==> src/ufpc_defines.vh <==
// Purpose: Shared constants of the frequency/period counter.
// Assumes: 20 MHz system clock, 10 MHz counted time base.
// Notes: Times are in their own unit; cycle counts derive from them.
`ifndef UFPC_DEFINES_VH
`define UFPC_DEFINES_VH

`define UFPC_CLK_KHZ 20000
`define UFPC_CLK_MHZ 20

// Gate times in milliseconds
`define UFPC_GATE0_MS 10
`define UFPC_GATE1_MS 100
`define UFPC_GATE2_MS 1000
`define UFPC_GATE3_MS 10000

// Multiplier input period window, microseconds (25 kHz down to 10 Hz)
`define UFPC_MULT_MIN_US 40
`define UFPC_MULT_MAX_US 100000

// Function select
`define UFPC_MODE_DIRECT 3'h0
`define UFPC_MODE_PRESC 3'h1
`define UFPC_MODE_PERIOD 3'h2
`define UFPC_MODE_WPOS 3'h3
`define UFPC_MODE_WNEG 3'h4

// Gate or average select, value 4 is automatic range
`define UFPC_SEL_AUTO 3'h4
`define UFPC_AUTO_CAP 2'h2

// Averaging counts
`define UFPC_AVG0 10'h001
`define UFPC_AVG1 10'h00a
`define UFPC_AVG2 10'h064
`define UFPC_AVG3 10'h3e8

// Prescaler divides by ten
`define UFPC_PRESC_LAST 4'h9

`endif

==> src/ufpc_counter.v <==
// Purpose: Measurement control of a six-digit frequency/period/width counter.
// Assumes: Inputs arrive already shaped; the x100 loop is outside.
// Notes: Display is BCD, digit 5 leftmost; o_dp counts digits right of point.
// Functional notes
// - Frequency: count input events while gate open
// - Period: count time base over N events
// - Gate times 0.01, 0.1, 1, 10 s
// - Prescaled mode divides input events by ten
// - Direct mode uses x100 path 10 Hz-25 kHz
// - Option disables the automatic multiplier path
// - Lock lamp while multiplier used, direct only
// - Multiplier with 10 s gate: no point shown
// - Overflow on carry out of top decade
// - Counted time base is 10 MHz
// - Period averaging up to 1000 events
// - Last digit weight scales with averaged count
// - Auto range fills display, at most 100 averages
// - Auto period over 100 ms overflows display
// - Width gate: selected slope to opposite slope
// - First pulse arms, next N pulses measured
`timescale 1ns/10ps
`include "ufpc_defines.vh"

module ufpc_counter #(
   parameter [27:0] P_GATE0_CYC = `UFPC_GATE0_MS * `UFPC_CLK_KHZ,
   parameter [27:0] P_GATE1_CYC = `UFPC_GATE1_MS * `UFPC_CLK_KHZ,
   parameter [27:0] P_GATE2_CYC = `UFPC_GATE2_MS * `UFPC_CLK_KHZ,
   parameter [27:0] P_GATE3_CYC = `UFPC_GATE3_MS * `UFPC_CLK_KHZ,
   parameter [20:0] P_MULT_MAX_CYC = `UFPC_MULT_MAX_US * `UFPC_CLK_MHZ
) (
   // Clock and reset
   input wire i_ref_clk,
   input wire i_rst,
   // Measurement setup
   input wire [2:0] i_mode,
   input wire [2:0] i_gate_or_average_select,
   input wire i_mult_disable,
   input wire i_hold,
   // Shaped signals
   input wire i_sig,
   input wire i_mult_sig,
   // Display and lamps
   output wire [23:0] o_count,
   output wire [2:0] o_dp,
   output wire o_dp_show,
   output wire o_overflow,
   output wire o_gate,
   output wire o_mult_lock
);

   localparam [4:0] S_CLR = 5'h01;
   localparam [4:0] S_ARM = 5'h02;
   localparam [4:0] S_WAIT = 5'h04;
   localparam [4:0] S_GATE = 5'h08;
   localparam [4:0] S_DONE = 5'h10;
   localparam [20:0] MULT_MIN_CYC = `UFPC_MULT_MIN_US * `UFPC_CLK_MHZ;

   function [24:0] bcd_inc;
      input [23:0] v;
      integer k;
      reg c;
      reg [3:0] d;
      begin
         bcd_inc = {1'b0, v};
         c = 1'b1;
         for (k = 0; k < 6; k = k + 1) begin
            d = v[k*4 +: 4];
            if (c) begin
               if (d == 4'h9) begin
                  bcd_inc[k*4 +: 4] = 4'h0;
               end else begin
                  bcd_inc[k*4 +: 4] = d + 4'h1;
                  c = 1'b0;
               end
            end
         end
         bcd_inc[24] = c;
      end
   endfunction

   function [27:0] gate_len;
      input [1:0] i;
      begin
         case (i)
            2'h0: gate_len = P_GATE0_CYC;
            2'h1: gate_len = P_GATE1_CYC;
            2'h2: gate_len = P_GATE2_CYC;
            default: gate_len = P_GATE3_CYC;
         endcase
      end
   endfunction

   function [9:0] avg_n;
      input [1:0] i;
      begin
         case (i)
            2'h0: avg_n = `UFPC_AVG0;
            2'h1: avg_n = `UFPC_AVG1;
            2'h2: avg_n = `UFPC_AVG2;
            default: avg_n = `UFPC_AVG3;
         endcase
      end
   endfunction

   // Digits right of the point, display in kHz or microseconds
   function [2:0] dp_of;
      input presc;
      input [1:0] i;
      input mu;
      begin
         dp_of = {1'b0, i} + (presc ? 3'h0 : 3'h1) + (mu ? 3'h2 : 3'h0);
      end
   endfunction

   reg [2:0] sig_sync_q;
   reg [2:0] mul_sync_q;
   reg tb_q;
   reg [20:0] rng_cnt_q;
   reg in_range_q;
   reg [4:0] state_q;
   reg [27:0] gate_cnt_q;
   reg [9:0] ev_cnt_q;
   reg [23:0] acc_q;
   reg ovf_q;
   reg [3:0] pre_q;
   reg in_pulse_q;
   reg mult_act_q;
   reg [1:0] auto_idx_q;
   reg [6:0] cfg_q;
   reg [23:0] disp_q;
   reg [2:0] dp_q;
   reg dp_show_q;
   reg disp_ovf_q;
   reg cnt_en;

   // Stage 0 feeds only stage 1; edges look at stages 1 and 2
   wire sig_rise = sig_sync_q[1] & ~sig_sync_q[2];
   wire sig_fall = ~sig_sync_q[1] & sig_sync_q[2];
   wire mul_rise = mul_sync_q[1] & ~mul_sync_q[2];
   wire is_presc = (i_mode == `UFPC_MODE_PRESC);
   wire is_direct = (i_mode == `UFPC_MODE_DIRECT);
   wire is_freq = is_direct | is_presc;
   wire is_neg = (i_mode == `UFPC_MODE_WNEG);
   wire is_width = (i_mode == `UFPC_MODE_WPOS) | is_neg;
   wire src_rise = is_neg ? sig_fall : sig_rise;
   wire src_fall = is_neg ? sig_rise : sig_fall;
   wire sel_auto = (i_gate_or_average_select == `UFPC_SEL_AUTO);
   wire [1:0] idx = sel_auto ? auto_idx_q : i_gate_or_average_select[1:0];
   wire [6:0] cfg = {i_mode, i_gate_or_average_select, i_mult_disable};
   wire tick = tb_q;
   wire ev_freq = mult_act_q ? mul_rise : sig_rise;
   wire [24:0] acc_inc = bcd_inc(acc_q);
   wire [9:0] ev_next = ev_cnt_q + 10'h001;
   wire ev_last = (ev_next == avg_n(idx));

   always @* begin
      cnt_en = 1'b0;
      if (state_q == S_GATE) begin
         if (is_direct) begin
            cnt_en = ev_freq;
         end else if (is_presc) begin
            cnt_en = sig_rise & (pre_q == `UFPC_PRESC_LAST);
         end else if (is_width) begin
            cnt_en = tick & in_pulse_q;
         end else begin
            cnt_en = tick;
         end
      end
   end

   always @(posedge i_ref_clk) begin
      if (i_rst) begin
         sig_sync_q <= 3'h0;
         mul_sync_q <= 3'h0;
         tb_q <= 1'b0;
         rng_cnt_q <= 21'h000000;
         in_range_q <= 1'b0;
      end else begin
         sig_sync_q <= {sig_sync_q[1:0], i_sig};
         mul_sync_q <= {mul_sync_q[1:0], i_mult_sig};
         // Half rate enable gives the 10 MHz time base
         tb_q <= ~tb_q;
         // Input period decides whether the x100 path applies
         if (sig_rise) begin
            in_range_q <= (rng_cnt_q >= MULT_MIN_CYC) &&
                          (rng_cnt_q <= P_MULT_MAX_CYC);
            rng_cnt_q <= 21'h000001;
         end else if (rng_cnt_q <= P_MULT_MAX_CYC) begin
            rng_cnt_q <= rng_cnt_q + 21'h000001;
         end else begin
            in_range_q <= 1'b0;
         end
      end
   end

   always @(posedge i_ref_clk) begin
      if (i_rst) begin
         state_q <= S_CLR;
         gate_cnt_q <= 28'h0000000;
         ev_cnt_q <= 10'h000;
         acc_q <= 24'h000000;
         ovf_q <= 1'b0;
         pre_q <= 4'h0;
         in_pulse_q <= 1'b0;
         mult_act_q <= 1'b0;
         auto_idx_q <= 2'h0;
         cfg_q <= 7'h00;
         disp_q <= 24'h000000;
         dp_q <= 3'h0;
         dp_show_q <= 1'b0;
         disp_ovf_q <= 1'b0;
      end else begin
         cfg_q <= cfg;
         if (cnt_en) begin
            acc_q <= acc_inc[23:0];
            if (acc_inc[24]) begin
               ovf_q <= 1'b1;
            end
         end
         case (state_q)
            S_CLR: begin
               acc_q <= 24'h000000;
               ovf_q <= 1'b0;
               ev_cnt_q <= 10'h000;
               pre_q <= 4'h0;
               in_pulse_q <= 1'b0;
               mult_act_q <= is_direct & ~i_mult_disable & in_range_q;
               // Hold keeps the last reading and starts nothing new
               if (!i_hold) begin
                  state_q <= is_width ? S_ARM : S_WAIT;
               end
            end
            S_ARM: begin
               // Any pulse that ends arms; the next leading edge is measured
               if (src_fall) begin
                  state_q <= S_WAIT;
               end
            end
            S_WAIT: begin
               if (is_freq) begin
                  gate_cnt_q <= gate_len(idx);
                  state_q <= S_GATE;
               end else if (src_rise) begin
                  in_pulse_q <= is_width;
                  state_q <= S_GATE;
               end
            end
            S_GATE: begin
               if (is_freq) begin
                  gate_cnt_q <= gate_cnt_q - 28'h0000001;
                  if (is_presc && sig_rise) begin
                     if (pre_q == `UFPC_PRESC_LAST) begin
                        pre_q <= 4'h0;
                     end else begin
                        pre_q <= pre_q + 4'h1;
                     end
                  end
                  if (gate_cnt_q == 28'h0000001) begin
                     state_q <= S_DONE;
                  end
               end else if (is_width) begin
                  if (src_rise) begin
                     in_pulse_q <= 1'b1;
                  end
                  if (src_fall && in_pulse_q) begin
                     in_pulse_q <= 1'b0;
                     ev_cnt_q <= ev_next;
                     if (ev_last) begin
                        state_q <= S_DONE;
                     end
                  end
               end else if (sig_rise) begin
                  ev_cnt_q <= ev_next;
                  if (ev_last) begin
                     state_q <= S_DONE;
                  end
               end
            end
            S_DONE: begin
               disp_q <= acc_q;
               disp_ovf_q <= ovf_q;
               dp_q <= dp_of(is_presc, idx, mult_act_q);
               dp_show_q <= ~(mult_act_q && (idx == 2'h3));
               // Longer gate or more averages until the top digit is used or auto_idx_q reaches UFPC_AUTO_CAP
               if (sel_auto) begin
                  if (ovf_q && (auto_idx_q != 2'h0)) begin
                     auto_idx_q <= auto_idx_q - 2'h1;
                  end else if (!ovf_q && (acc_q[23:20] == 4'h0) &&
                               (auto_idx_q < `UFPC_AUTO_CAP)) begin
                     auto_idx_q <= auto_idx_q + 2'h1;
                  end
               end
               state_q <= S_CLR;
            end
            default: begin
               state_q <= S_CLR;
            end
         endcase
         // A changed setting or lost multiplier range voids the reading
         if ((cfg != cfg_q) || (mult_act_q && !in_range_q &&
             (state_q == S_GATE))) begin
            state_q <= S_CLR;
         end
      end
   end

   assign o_count = disp_q;
   assign o_dp = dp_q;
   assign o_dp_show = dp_show_q;
   assign o_overflow = disp_ovf_q;
   assign o_gate = state_q[3];
   assign o_mult_lock = mult_act_q;

endmodule

==> config.mk <==
export PLATFORM = sky130hd
export DESIGN_NAME = ufpc_counter
export DESIGN_NICKNAME = d
export VERILOG_FILES = /design/src/ufpc_counter.v
export VERILOG_INCLUDE_DIRS = /design/src
export SDC_FILE = /design/constraint.sdc
export NUM_CORES = 1
export LEC_CHECK = 0
export BUFFER_PORTS_ARGS = -buffer_cell sky130_fd_sc_hd__buf_2
export CAP_MARGIN = 30
export CORE_MARGIN = 1
export CORE_UTILIZATION = 45
export CTS_BUF_LIST = sky130_fd_sc_hd__clkbuf_4 sky130_fd_sc_hd__clkbuf_8
export DETAILED_ROUTE_END_ITERATION = 8
export GPL_TIMING_DRIVEN = 1
export PLACE_DENSITY = 0.73
export SETUP_SLACK_MARGIN = 0.4
export SKIP_CTS_REPAIR_TIMING = 1
export SYNTH_ARGS = -nofsm -noshare
export SYNTH_HDL_FRONTEND = slang
export SYNTH_SLANG_ARGS = --single-unit
==> constraint.sdc <==
create_clock -name i_ref_clk -period 3.2 [get_ports i_ref_clk]
set_input_delay 0.48 -clock i_ref_clk [delete_from_list [all_inputs] [get_ports i_ref_clk]]
set_output_delay 0.48 -clock i_ref_clk [all_outputs]
set_load 0.03 [all_outputs]
# [Word level (Yosys, flattened, before mapping)]
# Cells that the tools add are included.
[totals] mem_bits_ro=0 input_bits=12 register_bits=141 latchBits=0 out_inout_bits=31 mem_bits_rw=0 elab_cells=198 memories=0
[classes] n_bitwise=15 n_reduce_logical=36 shifts=0 muxes=66 n_lt_le_gt_ge=3 n_mul=0 eq_ne=39 n_div=0 addsub=14
[ops] op="one-hot mux 28 bit (3 select lines)" count=1
[ops] op="two-way mux 28 bit" count=2
[ops] op="one-hot mux 28 bit (2 select lines)" count=1
[ops] op="two-way mux 5 bit" count=10
[ops] op="two-way mux 10 bit" count=4
[ops] op="two-way mux 4 bit" count=9
[ops] op="one-hot mux 10 bit (3 select lines)" count=1
[ops] op="two-way mux 1 bit" count=29
[ops] op="adder 4 x 1 -> 4 bit, second input constant" count=7
[ops] op="equality test 28 x 1 -> 1 bit, second input constant" count=1
[ops] op="equality test 4 bit, second input constant" count=7
[ops] op="subtractor 28 x 1 -> 28 bit, second input constant" count=1
[ops] op="adder 21 x 1 -> 21 bit, second input constant" count=1
[ops] op="greater-or-equal comparator 21 x 10 -> 1 bit, second input constant" count=1
[ops] op="<= comparator 21 bit, second input constant" count=1
[ops] op="inequality test 2 bit, second input constant" count=10
[ops] op="one-hot mux 10 bit (2 select lines)" count=1
[ops] op="one-hot mux 5 bit (4 select lines)" count=1
[ops] op="inequality test 3 bit, second input constant" count=5
[ops] op="AND reduction 2 bit" count=6
[ops] op="AND reduction 6 bit" count=2
[ops] op="adder 10 x 1 -> 10 bit, second input constant" count=1
[ops] op="equality test 10 bit" count=1
[ops] op="nonzero test 2 bit" count=5
[ops] op="34 further kinds" count=65

# [Longest topological paths before layout]
# Gate-level depths: netlist of run 1.
[depth] depth_word=10 mapped_depth=10 depth_no_buf=10

# [Least setup slack after synthesis of run 1]
# OpenSTA, ideal clock, no wires.
[synth_path] path_type="in2reg" startpoint="input i_gate_or_average_select[0]" endpoint="register state_q[3]" setup_slack_ns=0.571 setup_time_ns=0.120 arrival_ns=2.509 required_ns=3.080 path_buffers=0 path_stages=10 cell_sequence="and3b_1 > nor2_1 > inv_1 > ha_1 > nor2b_1 > or4_1 > nand3_1 > nand4_1 > o31a_1 > o31a_1"
[synth_between] elab_chain_len=10 elab_cells_between_ends=16 cone_classes="eq/ne (5); mux (8); reduce/logical (3)"
[synth_lines] item="start: declaration" line="ufpc_counter.v:36" rtl="input wire [2:0] i_gate_or_average_select,"
[synth_lines] item="equality test 3 bit (no line)"
[synth_lines] item="two-way mux 2 bit" line="ufpc_counter.v:148" rtl="wire [1:0] idx = sel_auto ? auto_idx_q : i_gate_or_average_select[1:0];"
[synth_lines] item="equality test 2 bit, or another cell as far along" line="ufpc_counter.v:96" rtl="case (i)"
[synth_lines] item="one-hot mux 10 bit (3 select lines)" line="ufpc_counter.v:96"
[synth_lines] item="equality test 10 bit" line="ufpc_counter.v:154" rtl="wire ev_last = (ev_next == avg_n(idx));"
[synth_lines] item="two-way mux 5 bit"
[synth_lines] item="two-way mux 5 bit, on equally long branches"
[synth_lines] item="two-way mux 5 bit (2 in series)"
[synth_lines] item="one-hot mux 5 bit (4 select lines)"
[synth_lines] item="end signal: assignment" line="ufpc_counter.v:230" rtl="state_q <= is_width ? S_ARM : S_WAIT;"
[synth_lines] item="end: declaration" line="ufpc_counter.v:120" rtl="reg [4:0] state_q;"
# Parallel ways exist; a longest one is shown, timed or not. The select of a mux whose other input is x is not followed.
# A chain may end at the register's enable or synchronous reset.

# [Worst setup path in the final report of run 1]
[layout_path] startpoint="register rng_cnt_q[0]" endpoint="register rng_cnt_q[7]"
[layout_between] elab_chain_len=1 elab_cells_between_ends=2 cone_classes="add/sub (1); order compare (1)"
[layout_lines] item="start: declaration" line="ufpc_counter.v:118" rtl="reg [20:0] rng_cnt_q;"
[layout_lines] item="start signal: assignment" line="ufpc_counter.v:189" rtl="rng_cnt_q <= rng_cnt_q + 21'h000001;"
[layout_lines] item="adder 21 x 1 -> 21 bit or <= comparator 21 bit (tied branches)" line="ufpc_counter.v:189, ufpc_counter.v:188"
# Parallel ways exist; a longest one is shown, timed or not.

==> impl_metrics.py, run 1 <==
metrics = {
    "status": {
        "outcome": "finished with violations",
        "violations": "design-rule violations",
    },
    "cells_and_area": {
        "drive_gt1_share_pct": 10.6,
        "fin_nets": 974,
        "fin_cells": 1178,
        "area_growth_pct": 11.7,
        "utilization_pct": 51.5,
        "postLayoutCellArea_sq_um": 8150,
    },
    "run": {
        "maxCapViolCount": 0,
    },
    "synth": {
        "avgSynthCellArea_sq_um": 7.91,
        "netlist_area_sq_um": 7290,
        "async_flop_share_pct": 0,
        "yosysWarnings": 0,
        "synth_edf_count": 0,
        "synth_top_cell_area_share_pct": 38.7,
        "seq_area_frac_synth_pct": 38.7,
        "yosys.area.top_type": "dfxtp_1",
        "netlist_top_cells_area": "dfxtp_1, a21oi_1, nand2_1",
        "syn_inst": 922,
        "synth_seq_cells": 141,
        "syn_nets": 947,
        "synth-main-ff-cell": "dfxtp_1",
        "yosysUniqueCellTypes": 65,
    },
    "cts": {
        "cts.sinks": 141,
        "cts_buffers": 17,
        "clock_path_buffers": 2,
        "tritoncts": "yes",
        "clock_latency_ns": 0.46,
        "cts.htree.levels": 4,
        "root_buffer": "clkbuf_8",
        "clk_pin_slew_worst_paths_ns": 0.08,
    },
    "routing": {
        "routed-via-count": 6821,
        "ant_nets": 0,
        "drt_wl_total_microns": 17800,
        "drcViolationCount": 2,
        "avgRoutedWirePerCell_microns": 15.1,
        "drt_pass1_iterations": 7,
        "drt-initial-drc-count": 515,
        "via_per_inst": 5.79,
    },
    "timing": {
        "post-route-min-period_ns": 2.64,
        "fin_skew_ns": 0.0146,
        "fin_setup_tns_ns": 0,
        "fmax_mhz": 378,
        "setup_slack_ns": 0.557,
        "grt_setup_unrepaired": "yes",
        "worstMarginPinSlew_ns": 0.960,
        "finalSetupViolations": 0,
        "whs_ns": 0.229,
        "fin_crit_sh_pct": 82.6,
        "hold_viol": 0,
        "finalMaxSlewViolations": 0,
        "max_slew_margin_pct": 35.2,
    },
    "placement": {
        "gp_congestion": 0.900,
        "dpl.cell_count": 1146,
        "place_area_sq_um": 7700,
        "dp_hpwl_microns": 12200,
        "port_buffers": 42,
        "place_worst_setup_slack_ns": 0.279,
    },
    "hold_path": {
        "min_from": "i_sig",
        "min_path_cells": 2,
        "hp-class": "in -> reg",
    },
    "global_routing": {
        "overflow": 0,
        "grt_pass1_wl_microns": 30000,
        "grt_pass1_vias": 6150,
        "antenna_found_initial": 1,
        "grt_max_degree": 37,
        "grt_use_total_pct": 22.5,
    },
    "worst_setup_path": {
        "end_kind": "register",
        "ff2ff_path_depth": 9,
        "cp_max_fo": 18,
        "reg2reg_from": "rng_cnt_q[0]$_SDFFE_PP0P_",
        "start_kind": "register",
        "path_class": "reg -> reg",
        "required_ns": 3.58,
        "cp-startpoint": "rng_cnt_q[0]$_SDFFE_PP0P_",
        "worstPathArrival_ns": 3.02,
    },
    "die": {
        "rows": 46,
        "die_width_microns": 129,
        "die_area_sq_um": 16700,
        "io_pins": 43,
        "die_h_microns": 129,
        "start_util_pct": 46.1,
        "core-area_sq_um": 15800,
    },
    "power_and_ir_drop": {
        "leakage_nw": 2.83,
        "power_density_nw_per_um2": 423,
        "ir_worst_vdd_uv": 288,
        "finalPower_mw": 3.44,
    },
}
[registers in the layout (all words and copies together), names as in the netlist, 4 cells and up]
name	flops
pre_q	4
acc_q	24
ev_cnt_q	10
state_q	5
gate_cnt_q	28
rng_cnt_q	21
o_count	24
cfg_q	7
[critical path, cell delays in order (launching register included)]
cell	delay (ns)
dfxtp_1	0.33
inv_1	0.09
ha_1	0.15
or4b_1	0.43
o31a_1	0.29
o31ai_4	0.24
a211oi_4	0.15
buf_4	0.23
or4_1	0.50
a21oi_1	0.15
[cell usage in the layout, fill, tap and decap left out, types with 6 or more instances in the layout]
cell type and count:
a21o_1 7, and3b_1 9, nand3_1 34, nor2b_1 31
xnor2_1 10, nand2b_1 10, ha_1 12, mux2i_1 7
o21ai_0 53, nor2_1 77, nand3b_1 6, dfxtp_1 141
and3_1 8, nand4b_1 6, a31oi_1 9, nor3_1 26
buf_4 17, clkbuf_8 18, xor2_1 20, a211oi_1 7
inv_1 20, nor4_1 13, a21oi_1 108, or4_1 25
buf_2 42, nand2_1 106, or3_1 18, o31ai_1 15
nand4_1 12
[report_power, final]
| part | total [mW] | switching (mW) | internal, mW |
|---|---|---|---|
| Sequential | 1.77 | 0.00896 | 1.77 |
| Clock | 1.55 | 0.741 | 0.806 |
| Combinational | 0.123 | 0.0787 | 0.0438 |
[logic make-up after synthesis]
group / after synthesis / share of synthesized area [%]
AO/OA/AOI/OAI: 248 / 20.5
buffers and inverters: 72 / 3.82
adder cells (fa/ha/maj): 13 / 2.33
XOR/XNOR: 30 / 3.60
multiplexers: 9 / 1.27
AND/OR/NAND/NOR: 409 / 29.7
flip-flops: 141 / 38.7
[layer usage]
layer / vias up / global-route usage [%] / wire (microns)
met1: 3201 / 30.2 / 8340
met4: 0 / 7.75 / 374
met3: 43 / 5.16 / 980
met2: 169 / 35.3 / 8100
li1: 3408 / - / -
met5: - / 0 / 0
[final timing paths]
| check | endpoint | slack, ns |
|---|---|---|
| setup / recovery | rng_cnt_q[7]$_SDFFE_PP0N_ | 0.56 |
| hold / removal | sig_sync_q[0]$_SDFF_PP0_ | 0.23 |
| setup reg to reg | rng_cnt_q[7]$_SDFFE_PP0N_ | 0.56 |
| hold reg to reg | tb_q$_SDFF_PP0_ | 0.41 |
[area by class of cell]
cell class / instances / area (sq um)
Clock inverter: 13 / 179
Antenna cell: 1 / 2.50
Tap cell: 216 / 270
Clock buffer: 18 / 248
Sequential cell: 141 / 2820
Fill cell: 1478 / 7680
Multi-Input combinational cell: 709 / 4210
Inverter: 21 / 78.8
Timing Repair Buffer: 59 / 338
[cell usage after synthesis (20+ instances only)]
library cell	n
a21oi_1	108
clkbuf_1	45
dfxtp_1	141
inv_1	20
nand2_1	106
nand3_1	34
nor2_1	77
nor2b_1	31
nor3_1	26
o21ai_0	53
or4_1	25
xor2_1	20
No activity file was read; power rests on OpenSTA's default activity.
==> inputs of run 2 (changes only) <==
Clock period 3.2 ns to 2.7 ns, I/O delays scaled along.
==> run 2 against run 1 <==
- the flow now finishes without violations
- combinational power grew 49%
- register-to-register slack lost 0.38 ns
- final cell count grew 2.7%
- global-route usage grew 0.38 points
- critical path type unchanged
- hold slack lost 0.070 ns
==> impl_metrics.py, run 2 (synthesis results as in run 1) <==
metrics = {
    "routing": {
        "routed-via-count": 7054,
        "avgRoutedWirePerCell_microns": 15.8,
        "drt_pass1_iterations": 5,
        "drcViolationCount": 0,
        "via_per_inst": 5.83,
        "ant_nets": 0,
        "top_layer": "met4",
        "drt_wl_total_microns": 19200,
        "wl_met1_microns": 8540,
        "route.met2.wl_microns": 9150,
        "drt-initial-drc-count": 570,
        "route.met3.wl_microns": 960,
    },
    "power_and_ir_drop": {
        "power_density_nw_per_um2": 459,
        "combPwrFrac_pct": 4.6,
        "p_int_mw": 2.95,
        "p_seq_share_pct": 52.4,
        "swShare_pct": 26.2,
        "power.switching_mw": 1.05,
        "pwr-share-clk_pct": 43.0,
        "finalPower_mw": 4.01,
        "ir_worst_vdd_uv": 295,
        "leakage_nw": 3.06,
    },
    "timing": {
        "grt_setup_unrepaired": "yes",
        "hold_viol": 0,
        "post-route-min-period_ns": 2.52,
        "worstMarginPinSlew_ns": 0.917,
        "setup_slack_ns": 0.181,
        "finalMaxSlewViolations": 0,
        "whs_ns": 0.159,
        "fmax_mhz": 397,
        "max_slew_margin_pct": 38.7,
        "finalSetupViolations": 0,
        "fin_skew_ns": 0.0112,
        "fin_crit_sh_pct": 93.3,
    },
    "worst_setup_path": {
        "path_class": "reg -> reg",
        "start_kind": "register",
        "cp_max_fo": 5,
        "worstPathArrival_ns": 2.90,
        "cpMaxStageDelayCell": "or4_4",
        "max_stage_delay_ns": 0.48,
        "required_ns": 3.08,
        "path_cells": "inv_2 -> ha_4 -> or4b_4 -> o31a_1 -> o31ai_4 -> a211oi_4 -> buf_6 -> or4_4 -> a21oi_2",
        "end_kind": "register",
    },
    "cts": {
        "clk_pin_slew_worst_paths_ns": 0.09,
        "cts_buffers": 17,
        "clock_path_buffers": 2,
        "clock_latency_ns": 0.46,
        "root_buffer": "clkbuf_8",
        "cts.sinks": 141,
        "cts.htree.levels": 4,
        "tritoncts": "yes",
    },
    "cells_and_area": {
        "drive_gt1_share_pct": 19.3,
        "fin_nets": 1006,
        "final_common_cell": "dfxtp_1",
        "top_register": "gate_cnt_q",
        "utilization_pct": 55.1,
        "area_growth_pct": 19.7,
        "largest_reg_flops": 28,
        "layout_common_cells": "dfxtp_1, nand2_1, a21oi_1, nor2_1, o21ai_0",
        "antennaDiodeCount": 0,
    },
    "global_routing": {
        "grt_use_total_pct": 22.9,
        "grt_pass1_vias": 6272,
        "overflow": 0,
        "antenna_found_initial": 0,
        "grt_max_degree": 49,
        "grt_pass1_wl_microns": 30400,
    },
    "run": {
        "maxCapViolCount": 0,
    },
    "die": {
        "core-area_sq_um": 15800,
        "start_util_pct": 46.1,
        "io_pins": 43,
        "die_width_microns": 129,
        "rows": 46,
        "die_h_microns": 129,
        "die_area_sq_um": 16700,
    },
    "placement": {
        "dp_hpwl_microns": 12700,
        "place_worst_setup_slack_ns": 0.00000977,
        "port_buffers": 42,
        "gp_congestion": 0.873,
    },
    "hold_path": {
        "hp-class": "in -> reg",
    },
    "status": {
        "outcome": "completed",
    },
}
==> run 2: cell count changes in the layout (fill, tap and decap cells not counted), sizes merged <==
cell and change:
buf +30, inv +5, bufinv -2, clkbuf +2
clkinv -1, clkinvlp -1, diode -1
==> run 2: cell type report <==
type | count | area [sq um]
clock inverter | 14 | 148
sequential | 141 | 2830
timing repair buffer | 91 | 648
fill | 1461 | 7100
inverter | 21 | 81.3
multi-input combinational | 709 | 4500
tap | 216 | 270
clock buffer | 18 | 248
==> run 2: final timing paths <==
kind / slack (ns) / to / startpoint / cells past startpoint
worst max-delay path: 0.18 / rng_cnt_q[5]$_SDFFE_PP0N_ / rng_cnt_q[1]$_SDFFE_PP0N_ / 9
worst min-delay path: 0.16 / sig_sync_q[0]$_SDFF_PP0_ / i_sig / 2
worst max register to register: 0.18 / rng_cnt_q[5]$_SDFFE_PP0N_ / rng_cnt_q[1]$_SDFFE_PP0N_ / 9
worst min register to register: 0.42 / tb_q$_SDFF_PP0_ / tb_q$_SDFF_PP0_ / 1
==> run 2: routing by layer <==
metal  vias to the layer above  global-route usage, %
li1                       3469                      -
met1                      3320                   29.9
met2                       217                   36.8
met3                        48                   4.09
met4                         0                   10.2
met5                         -                      0
==> run 2: worst max-delay path, delay by kind of cell (launching register included) <==
kind                     cells  cell delay, ns
adder cells (fa/ha/maj)      1            0.13
buffers and inverters        2            0.24
AO/OA/AOI/OAI                4            0.81
flip-flops                   1            0.34
AND/OR/NAND/NOR              2            0.92
==> run 2: stage by stage <==
step,TNS (ns),cell area [sq um],cells
floorplan,0,7370,922
global placement,0,7910,1164
detailed placement,0,7930,1165
CTS,-0.00116,8320,1197
global route,0,8730,1210
finish,0,8730,1210
==> run 2: power by group through the flow <==
stage / registers (mW) / logic, mW / clock network [mW]
after floorplan: 2.15 / 0.105 / 0
after detailed placement: 2.15 / 0.161 / 0
final: 2.10 / 0.183 / 1.72
after global routing: 2.10 / 0.199 / 1.83
after global placement: 2.15 / 0.159 / 0
after CTS: 2.10 / 0.163 / 1.76
==> inputs of run 3 (changes only) <==
Settings changed: PLACE_DENSITY 0.73 to 0.74.
==> run 3 against run 2 <==
- hold slack worse by 0.0028 ns
- cell area up 1.2%
- clock-buffer cell count shrank 1
- highest routed layer unchanged
- largest power group unchanged
- total power down 1.5%
- sequential power is essentially flat
- combinational power rose by 2%
- clock power is 3% lower
- largest cell class unchanged
- fmax grew 1.1%
- via count is 1.4% higher
- core utilization rose by 0.64 points
==> impl_metrics.py, run 3 (synthesis results as in run 1) <==
metrics = {
    "status": {
        "outcome": "completed",
    },
    "power_and_ir_drop": {
        "power_density_nw_per_um2": 447,
        "ir_worst_vdd_uv": 321,
        "finalPower_mw": 3.95,
        "leakage_nw": 3.11,
    },
    "routing": {
        "drt_pass1_iterations": 6,
        "wl_met1_microns": 8740,
        "route.met2.wl_microns": 9020,
        "drcViolationCount": 0,
        "avgRoutedWirePerCell_microns": 16.0,
        "drt-initial-drc-count": 651,
        "via_per_inst": 5.86,
        "top_layer": "met4",
        "route.met3.wl_microns": 1010,
        "ant_nets": 0,
        "drt_wl_total_microns": 19600,
        "routed-via-count": 7152,
    },
    "die": {
        "core-area_sq_um": 15800,
        "die_width_microns": 129,
        "rows": 46,
        "die_h_microns": 129,
        "io_pins": 43,
        "die_area_sq_um": 16700,
        "start_util_pct": 46.1,
    },
    "timing": {
        "fmax_mhz": 401,
        "finalSetupViolations": 0,
        "max_slew_margin_pct": 38.1,
        "fin_skew_ns": 0.0146,
        "finalMaxSlewViolations": 0,
        "fin_setup_tns_ns": 0,
        "post-route-min-period_ns": 2.49,
        "worstMarginPinSlew_ns": 0.925,
        "fin_crit_sh_pct": 92.3,
        "grt_setup_unrepaired": "yes",
        "hold_viol": 0,
    },
    "worst_setup_path": {
        "end_kind": "register",
        "required_ns": 3.09,
        "cp_max_fo": 6,
        "start_kind": "register",
        "worstPathArrival_ns": 2.88,
        "path_class": "reg -> reg",
    },
    "global_routing": {
        "grt_pass1_wl_microns": 30000,
        "grt_pass1_vias": 6131,
        "grt_use_total_pct": 22.6,
        "grt_max_degree": 30,
        "antenna_found_initial": 1,
        "overflow": 0,
    },
    "cts": {
        "clock_path_buffers": 2,
        "clock_latency_ns": 0.47,
        "cts.sinks": 141,
        "cts.htree.levels": 4,
        "tritoncts": "yes",
        "clk_pin_slew_worst_paths_ns": 0.09,
        "root_buffer": "clkbuf_8",
        "cts_buffers": 17,
    },
    "cells_and_area": {
        "multi_input_area_sq_um": 4560,
        "top_register": "gate_cnt_q",
        "area_growth_pct": 21.0,
        "drive_gt1_share_pct": 20.5,
        "fin_nets": 1016,
        "regArea_sq_um": 2830,
        "largest_reg_flops": 28,
        "layout_common_cells": "dfxtp_1, nand2_1, a21oi_1, nor2_1, buf_4",
        "fillers": 1419,
        "final_common_cell": "dfxtp_1",
    },
    "placement": {
        "gp_congestion": 0.869,
        "port_buffers": 42,
        "dp_hpwl_microns": 12700,
    },
    "run": {
        "maxCapViolCount": 0,
    },
    "hold_path": {
        "hp-class": "in -> reg",
    },
}
run 3: changes by cell type in the layout (fill, tap and decap cells not counted), sizes merged:
cell	delta
bufinv	-1
diode	+1
buf	+10
clkinv	+2
clkbuf	-1
run 3: final timing paths:
path	endpoint	cells after the start	startpoint	slack [ns]
worst max register to register	rng_cnt_q[16]$_SDFFE_PP0N_	9	rng_cnt_q[1]$_SDFFE_PP0N_	0.21
worst min-delay path	sig_sync_q[0]$_SDFF_PP0_	2	i_sig	0.16
worst max-delay path	rng_cnt_q[16]$_SDFFE_PP0N_	9	rng_cnt_q[1]$_SDFFE_PP0N_	0.21
worst min register to register	tb_q$_SDFF_PP0_	1	tb_q$_SDFF_PP0_	0.43
run 3: per-stage QoR:
| step | cells | setup WS, ns | instance area, sq um | hold WS, ns | util, % |
|---|---|---|---|---|---|
| floorplan | 922 | 0.364 | 7370 | 0.393 | - |
| global placement | 1165 | 0.107 | 7910 | 0.403 | 50.0 |
| detailed placement | 1166 | 0.0171 | 7920 | 0.407 | 50.1 |
| CTS | 1198 | 0.0122 | 8300 | 0.151 | 52.5 |
| global route | 1221 | 0.119 | 8830 | 0.158 | 55.8 |
| finish | 1221 | 0.207 | 8830 | 0.157 | 55.8 |
run 3: cell type report:
| type | count | area share, % |
|---|---|---|
| inverters | 21 | 0.921 |
| repair buffers | 101 | 8.02 |
| flip-flops and latches | 141 | 32.1 |
| well taps | 216 | 3.06 |
| clock inverters | 15 | 1.63 |
| clock buffers | 17 | 2.65 |
| diodes | 1 | 0.0283 |
| multi-input cells | 709 | 51.6 |
run 3: report_power, final:
part / internal [mW] / switching [mW]
Sequential: 2.09 / 0.00929
Combinational: 0.0732 / 0.114
Clock: 0.686 / 0.973
run 3: per-layer routing:
metal	GRT usage [%]	vias up
met1	29.8	3372
met3	4.38	62
li1	-	3499
met5	0	-
met2	34.5	219
met4	12.5	0
run 3: critical path, cell delays in order, from the launching register on:
cell and delay [ns]:
dfxtp_1 0.34, inv_2 0.07, ha_4 0.11, or4b_4 0.44, o31a_1 0.28, o31ai_4 0.26
a211oi_4 0.14, clkbuf_16 0.19, or4_4 0.48, a21oi_2 0.12
